$ cat config.mk
export PLATFORM = sky130hd
export DESIGN_NAME = spare_pin_output_control
export DESIGN_NICKNAME = d
export VERILOG_FILES = /design/src/spare_pin_pkg.sv /design/src/spare_pin_output_control.sv
export SDC_FILE = /design/constraint.sdc
export NUM_CORES = 1
export LEC_CHECK = 0
export BUFFER_PORTS_ARGS = -buffer_cell sky130_fd_sc_hd__buf_2
export CORE_MARGIN = 2
export CORE_UTILIZATION = 43
export DETAILED_ROUTE_END_ITERATION = 7
export PLACE_DENSITY = 0.84
export RECOVER_POWER = 25
export SYNTH_ARGS = -nofsm -noshare
export SYNTH_HDL_FRONTEND = slang
export SYNTH_SLANG_ARGS = --single-unit
$ cat constraint.sdc
create_clock -name clk_i -period 1.75 [get_ports clk_i]
set_input_delay 0.175 -clock clk_i [delete_from_list [all_inputs] [get_ports clk_i]]
set_output_delay 0.175 -clock clk_i [all_outputs]
set_load 0.02 [all_outputs]
$ cat src/spare_pin_pkg.sv
// package for the spare pin output control block
// assumes an apb slave with 32-bit data and byte addresses
package spare_pin_pkg;
  localparam int unsigned PIN_COUNT = 8;
  // register indices; one aligned 32-bit word each, byte address is index times four
  localparam logic [11:0] PIN_OUTPUT_ENABLE_INDEX = 12'h044;
  localparam logic [11:0] PIN_OUTPUT_LEVEL_INDEX = 12'h045;
  localparam logic [11:0] PIN_INPUT_STATE_INDEX = 12'h046;
  localparam logic [11:0] PIN_OUTPUT_ENABLE_ADDR = {PIN_OUTPUT_ENABLE_INDEX[9:0], 2'b00};
  localparam logic [11:0] PIN_OUTPUT_LEVEL_ADDR = {PIN_OUTPUT_LEVEL_INDEX[9:0], 2'b00};
  localparam logic [11:0] PIN_INPUT_STATE_ADDR = {PIN_INPUT_STATE_INDEX[9:0], 2'b00};
  localparam logic [7:0] PIN_OUTPUT_ENABLE_RESET = 8'h00;
  localparam logic [7:0] PIN_OUTPUT_LEVEL_RESET = 8'h00;
  localparam int unsigned SIG_INPUT_BIT = 7;
  localparam int unsigned CLK_OUTPUT_BIT = 6;
  localparam int unsigned HOST_SELECT_1_BIT = 5;
  localparam int unsigned HOST_SELECT_0_BIT = 4;
  // the four test port pins sit in bits 3..0
  localparam logic [7:0] TEST_PORT_MASK = 8'h0f;
  localparam logic [31:0] READ_ZERO = 32'h0000_0000;

  typedef struct packed {
    logic [7:0] out;
    logic [7:0] oe;
  } pin_drive_type;

  typedef enum logic [1:0] {
    APB_IDLE = 2'b00,
    APB_SETUP = 2'b01,
    APB_ACCESS = 2'b10
  } apb_phase_type;
endpackage

$ cat src/spare_pin_output_control.sv
// spare pin output control: per-pin enable and level registers over apb
// assumes pin inputs synchronous to clk_i; function inputs come from the
// dedicated logic; the pad wire is resolved outside from out/oe
//
// Register access over APB was left to the implementer.
`timescale 1ns/100ps
module spare_pin_output_control (
  input wire logic clk_i,
  input wire logic srst_i,
  input wire logic psel_i,
  input wire logic penable_i,
  input wire logic pwrite_i,
  input wire logic [11:0] paddr_i,
  input wire logic [31:0] pwdata_i,
  output logic [31:0] prdata_o,
  output logic pready_o,
  output logic pslverr_o,
  input wire logic boundary_scan_en_i,
  input wire logic [7:0] func_out_i,
  input wire logic [7:0] func_oe_i,
  input wire logic [7:0] pin_in_i,
  output logic [7:0] pin_out_o,
  output logic [7:0] pin_oe_o
);
  logic [7:0] pin_output_enable_reg;
  logic [7:0] pin_output_level_reg;
  logic [7:0] pin_input_state_reg;
  logic [7:0] eff_enable;
  spare_pin_pkg::pin_drive_type drive_next;
  logic wr_en;
  logic rd_setup;
  logic addr_hit;

  function automatic logic known_addr(input logic [11:0] a);
    known_addr = (a == spare_pin_pkg::PIN_OUTPUT_ENABLE_ADDR) ||
                 (a == spare_pin_pkg::PIN_OUTPUT_LEVEL_ADDR) ||
                 (a == spare_pin_pkg::PIN_INPUT_STATE_ADDR);
  endfunction

  // zero-wait slave: answer comes in the first access cycle
  assign addr_hit = known_addr(paddr_i);
  assign wr_en = psel_i && penable_i && pwrite_i && pready_o;
  assign rd_setup = psel_i && !penable_i && !pwrite_i;

  always_ff @(posedge clk_i) begin
    if (srst_i) begin
      pready_o <= 1'b0;
    end else begin
      pready_o <= psel_i && !penable_i;
    end
  end

  always_ff @(posedge clk_i) begin
    if (srst_i) begin
      pslverr_o <= 1'b0;
    end else begin
      pslverr_o <= psel_i && !penable_i && !addr_hit;
    end
  end

  // read data captured at setup so it stands through the access cycle
  always_ff @(posedge clk_i) begin
    if (srst_i) begin
      prdata_o <= spare_pin_pkg::READ_ZERO;
    end else if (rd_setup) begin
      case (paddr_i)
        spare_pin_pkg::PIN_OUTPUT_ENABLE_ADDR: begin
          prdata_o <= {24'h000000, pin_output_enable_reg};
        end
        spare_pin_pkg::PIN_OUTPUT_LEVEL_ADDR: begin
          prdata_o <= {24'h000000, pin_output_level_reg};
        end
        spare_pin_pkg::PIN_INPUT_STATE_ADDR: begin
          prdata_o <= {24'h000000, pin_input_state_reg};
        end
        default: begin
          prdata_o <= spare_pin_pkg::READ_ZERO;
        end
      endcase
    end
  end

  always_ff @(posedge clk_i) begin
    if (srst_i) begin
      pin_output_enable_reg <= spare_pin_pkg::PIN_OUTPUT_ENABLE_RESET;
    end else if (wr_en && paddr_i == spare_pin_pkg::PIN_OUTPUT_ENABLE_ADDR) begin
      pin_output_enable_reg <= pwdata_i[7:0];
    end
  end

  always_ff @(posedge clk_i) begin
    if (srst_i) begin
      pin_output_level_reg <= spare_pin_pkg::PIN_OUTPUT_LEVEL_RESET;
    end else if (wr_en && paddr_i == spare_pin_pkg::PIN_OUTPUT_LEVEL_ADDR) begin
      pin_output_level_reg <= pwdata_i[7:0];
    end
  end

  // one-cycle sample keeps the readback registered
  always_ff @(posedge clk_i) begin
    if (srst_i) begin
      pin_input_state_reg <= 8'h00;
    end else begin
      pin_input_state_reg <= pin_in_i;
    end
  end

  // test-port enables masked off while boundary scan owns those pins
  always_comb begin
    eff_enable = pin_output_enable_reg;
    if (boundary_scan_en_i) begin
      eff_enable = pin_output_enable_reg & ~spare_pin_pkg::TEST_PORT_MASK;
    end
  end

  always_comb begin
    for (int i = 0; i < spare_pin_pkg::PIN_COUNT; i++) begin
      if (eff_enable[i]) begin
        drive_next.out[i] = pin_output_level_reg[i];
        drive_next.oe[i] = 1'b1;
      end else begin
        drive_next.out[i] = func_out_i[i];
        drive_next.oe[i] = func_oe_i[i];
      end
    end
  end

  always_ff @(posedge clk_i) begin
    if (srst_i) begin
      pin_out_o <= 8'h00;
      pin_oe_o <= 8'h00;
    end else begin
      pin_out_o <= drive_next.out;
      pin_oe_o <= drive_next.oe;
    end
  end
endmodule

== Word level (Yosys, flattened, before mapping) ==
Cells that the tools add are included.

* Register bits after elaboration: 74
* Input bits: 74
* Output and inout bits: 50

* Equality and inequality tests: 3
* Muxes and demuxes: 18
* Reduce and logical (&&, ||, !) cells: 13

{| class="wikitable"
|+ Operator list
! cell !! count
|-
| 12-bit by 9-bit equality test with 1-bit output, second input constant || 3
|-
| 8-bit one-hot mux with 3 select lines || 1
|-
| 1-bit 2-to-1 mux || 16
|-
| 1-bit logical AND || 8
|-
| 4-bit 2-to-1 mux || 1
|-
| 1-bit logical NOT || 3
|-
| 1-bit logical OR || 2
|}

== Depth between registers and ports, before layout ==
* Depth in word-level cells: 5
* Depth in mapped cells: 6
* Mapped depth without buffers: 4

== Worst setup path after synthesis ==
Ideal clock, no wire load.

* Kind: input port to flip-flop
* Start: input port paddr_i[9]
* End: register prdata_o[6]
* Library setup time: 0.058 ns
* Arrival time: 1.556 ns
* Data required time: 1.692 ns
* Slack: 0.136 ns
* Stages: 5
* Buffers on the path: 1
* Cells stage by stage: or4b_4 > nor4_4 > and3_1 > buf_6 > a22o_2

* Cells in the longest elaborated chain, start to end: 2

{| class="wikitable"
|+ RTL lines
! what !! RTL line !! RTL
|-
| start, declared || spare_pin_output_control.sv:13 || <nowiki>input wire logic [11:0] paddr_i,</nowiki>
|-
| 12-bit by 9-bit equality test with 1-bit output || spare_pin_output_control.sv:66 || <nowiki>case (paddr_i)</nowiki>
|-
| 8-bit one-hot mux with 3 select lines (*) || spare_pin_output_control.sv:66 ||
|-
| end signal, assigned || spare_pin_output_control.sv:64 || <nowiki>prdata_o <= spare_pin_pkg::READ_ZERO;</nowiki>
|-
| end signal, assigned || spare_pin_output_control.sv:68 || <nowiki>prdata_o <= {24'h000000, pin_output_enable_reg};</nowiki>
|-
| end signal, assigned || spare_pin_output_control.sv:71 || <nowiki>prdata_o <= {24'h000000, pin_output_level_reg};</nowiki>
|-
| end, declared || spare_pin_output_control.sv:15 || <nowiki>output logic [31:0] prdata_o,</nowiki>
|}

Every way passes the cells marked *; elsewhere a longest branch is shown, timed or not.
A chain may end at the register's enable or synchronous reset.

== Final worst setup path ==
* Start: input port paddr_i[1]
* End: register pin_output_enable_reg[5]

* Cells in the longest elaborated chain, start to end: 2

{| class="wikitable"
|+ RTL lines
! what !! RTL line !! RTL
|-
| 12-bit by 9-bit equality test with 1-bit output || spare_pin_output_control.sv:86 || <nowiki>end else if (wr_en && paddr_i == spare_pin_pkg::PIN_OUTPUT_ENABLE_ADDR) begin</nowiki>
|-
| 1-bit logical AND || spare_pin_output_control.sv:86 ||
|-
| end signal, assigned || spare_pin_output_control.sv:85 || <nowiki>pin_output_enable_reg <= spare_pin_pkg::PIN_OUTPUT_ENABLE_RESET;</nowiki>
|-
| end signal, assigned || spare_pin_output_control.sv:87 || <nowiki>pin_output_enable_reg <= pwdata_i[7:0];</nowiki>
|-
| end, declared || spare_pin_output_control.sv:25 || <nowiki>logic [7:0] pin_output_enable_reg;</nowiki>
|}

Every way passes these cells.

==> impl_metrics.py <==
metrics = {
    "cts": {
        "path_clk_slew_ns": 0.09,
        "cts_max_path_buffers": 2,
        "cts_tree": "built",
        "cts_sinks": 50,
        "root_buffer": "clkbuf_8",
        "postCtsSetupBuffers": 0,
        "htree_levels": 2,
        "hold_buffers": 0,
        "cts.repair.resized": 0,
        "clk_latency_ns": 0.31,
        "numCtsBuffers": 5,
    },
    "sta": {
        "hold_viol": 0,
        "finalCriticalPeriod_ns": 1.379,
        "drv_slew": 0,
        "tns_ns": 0,
        "max_freq_mhz": 725.0,
        "fin_skew_ns": 0.007844,
        "holdWs_ns": 0.06660,
        "worst_pin_slew_ns": 0.8363,
        "fin_crit_sh_pct": 78.82,
        "slew_headroom_pct": 44.25,
        "setup_violations": 0,
        "rsz0062_at_grt": "no",
    },
    "synthesis": {
        "ys_seq_area_share_pct": 46.70,
        "synth_cell_type_count": 25,
        "synth_area_um2": 2143,
        "syn_area_per_cell_um2": 9.159,
        "synth_seq_cells": 50,
        "yosysWarnings": 0,
        "syn-instance-count": 234,
    },
    "cells_and_area": {
        "register_area_um2": 1001,
        "multiInputGateArea_um2": 934.6,
        "n_antenna_cell": 0,
        "drive_gt1_share_pct": 32.13,
        "nFillCells": 469,
        "nets": 378,
        "stdcell_count": 372,
        "fin_util_pct": 53.89,
        "areaGrowthSynthToFinish_pct": 19.56,
        "fin_area_um2": 2562,
    },
    "detailed_routing": {
        "drt_iter0_drc": 140,
        "drc": 0,
        "vias": 1820,
        "first_pass_iters": 4,
        "ant_nets": 0,
        "avgViaCountPerCell": 4.892,
        "wl_per_cell_um": 12.20,
        "drt-total-wl_um": 4540,
    },
    "outcome": {
        "status": "finished, final reports clean",
    },
    "worst_setup_path": {
        "slowest_delay_ns": 0.58,
        "cpMaxStageDelayCell": "or4b_1",
        "r2r_start": "pready_o",
        "cp_data_arrival_time_ns": 1.54,
        "start_kind": "input port",
        "worstPathMaxFanout": 16,
        "endpoint_kind": "flop",
        "reg2reg_slack_ns": 0.46,
        "cp.required_ns": 1.91,
        "cp_num_buf_inv": 2,
        "crit_chain": "buf_2 -> or4b_1 -> nand4bb_1 -> buf_4 -> o21ai_0 -> a21oi_1",
        "path_class": "in2reg",
        "critical_path.top_delay_family": "simple AND/OR/NAND/NOR gates",
        "worstRegToRegCells": 5,
        "setup.worst_path.start": "paddr_i[1]",
        "r2r-end": "pin_output_enable_reg[5]",
    },
    "global_route": {
        "grt_overflow": 0,
        "grt_pass1_vias": 1420,
        "grt_pass1_wl_um": 6534,
        "antenna_found_initial": 0,
        "grt_max_degree": 42,
        "track_usage_pct": 15.85,
    },
    "power": {
        "leakage_nw": 1.202,
        "combPwrFrac_pct": 11.5,
        "p_sw_mw": 0.5386,
        "switching_share_pct": 25.54,
        "power.share.clock_pct": 32.8,
        "ir_drop_mv": 0.3242,
        "powerDensity_nw_per_um2": 822.8,
        "sequentialPowerShare_pct": 55.7,
        "p_int_mw": 1.570,
    },
    "run": {
        "drv_cap": 0,
    },
    "worst_hold_path": {
        "hold_path_depth": 3,
        "holdPathEnd": "pin_oe_o[4]",
        "hp-class": "in2reg",
        "worstHoldStart": "func_oe_i[4]",
    },
    "placement": {
        "portBuffers": 75,
        "gp_congestion": 0.7404,
        "place.detailed.instances": 364,
        "dpl_cell_area_um2": 2471,
        "hpwl_um": 3256,
    },
    "floorplanning": {
        "pin_count": 124,
        "dieArea_um2": 5565,
        "die_x_um": 74.60,
        "chipHeight_um": 74.60,
        "rows": 25,
        "core_area_um2": 4755,
        "start_util_pct": 45.08,
    },
}
==> kinds of logic after synthesis <==
kind of cell    synth area share (%)
other cells                   0.1750
buf+inv                        13.72
mux                            7.472
compound gates                 14.24
simple gates                   17.69
flops                          46.70
==> worst reg2reg max path, delay by kind of cell, from the launching register on <==
family | cells | cell delay (ns)
compound gates | 2 | 0.27
flops | 1 | 0.34
simple gates | 2 | 0.34
buf+inv | 1 | 0.20
==> cells in the mapped netlist <==
| master | count | share of area, % |
|---|---|---|
| nor4_4 | 1 | 0.99 |
| and3_1 | 2 | 0.58 |
| nand2b_1 | 1 | 0.29 |
| nand4bb_1 | 1 | 0.53 |
| or3b_2 | 1 | 0.41 |
| a21oi_1 | 21 | 4.9 |
| and3b_1 | 1 | 0.41 |
| or4b_4 | 1 | 0.64 |
| clkbuf_1 | 11 | 1.9 |
| mux2i_1 | 16 | 7.5 |
| nand2_1 | 13 | 2.3 |
| nand4_1 | 16 | 4.7 |
| nor4bb_1 | 1 | 0.47 |
| buf_4 | 24 | 8.4 |
| conb_1 | 1 | 0.17 |
| inv_1 | 7 | 1.2 |
| or4b_1 | 1 | 0.47 |
| nor2_1 | 19 | 3.3 |
| o21ai_0 | 24 | 5.6 |
| a22o_2 | 8 | 3.7 |
| buf_6 | 2 | 1.1 |
| clkbuf_2 | 2 | 0.47 |
| nor2b_1 | 9 | 2.6 |
| clkbuf_8 | 1 | 0.64 |
| dfxtp_1 | 50 | 47 |
==> stage by stage <==
stage                     power [mW]  worst slack [ns]
after floorplan                1.392            0.1365
after global placement         1.440           0.07569
after detailed placement       1.445           0.06120
after CTS                      2.132            0.3866
after global routing           2.196            0.2617
final                          2.108            0.3706
==> area by class of cell <==
class / count / area share [%]
flip-flops and latches: 50 / 39.06
inverters: 7 / 1.025
multi-input cells: 160 / 36.47
clock inverters: 2 / 0.4883
well taps: 67 / 3.271
repair buffers: 80 / 16.46
clock buffers: 6 / 3.223
==> cells in the final DEF (no fill, tap or decap), types with 2 or more instances in the layout <==
cell      Yosys  layout
a21oi_1      21      21
a22o_2        8       8
and3_1        2       2
buf_2         0      74
buf_4        24       3
clkbuf_8      1       6
conb_1        1      24
dfxtp_1      50      50
inv_1         7       7
mux2i_1      16      16
nand2_1      13      13
nand4_1      16      16
nor2_1       19      19
nor2b_1       9       9
o21ai_0      24      24
==> layer usage <==
layer | track usage [%] | vias to the layer above | share of wire (%)
met5 | 0 | - | 0
met3 | 3.794 | 6 | 6.1
li1 | - | 903 | -
met4 | 7.738 | 0 | 1.8
met1 | 19.23 | 842 | 43
met2 | 26.35 | 69 | 49
==> how the worst max path moves through the flow <==
| stage | end | cells past startpoint | slack (ns) |
|---|---|---|---|
| after floorplan | prdata_o[6] | 5 | 0.14 |
| after global routing | prdata_o[0] | 4 | 0.26 |
| final | pin_output_enable_reg[5] | 6 | 0.37 |
| after CTS | prdata_o[4] | 5 | 0.39 |
| after global placement | prdata_o[4] | 5 | 0.08 |
| after detailed placement | prdata_o[0] | 5 | 0.06 |
==> power groups by stage <==
stage | registers, mW | logic [mW] | clock network [mW]
2_1_floorplan | 1.23 | 0.162 | 0
3_3_place_gp | 1.20 | 0.239 | 0
3_5_place_dp | 1.20 | 0.243 | 0
4_1_cts | 1.18 | 0.243 | 0.713
5_1_grt | 1.18 | 0.263 | 0.755
6_report | 1.17 | 0.242 | 0.692
Note: power is estimated with default switching activity, not from simulation.
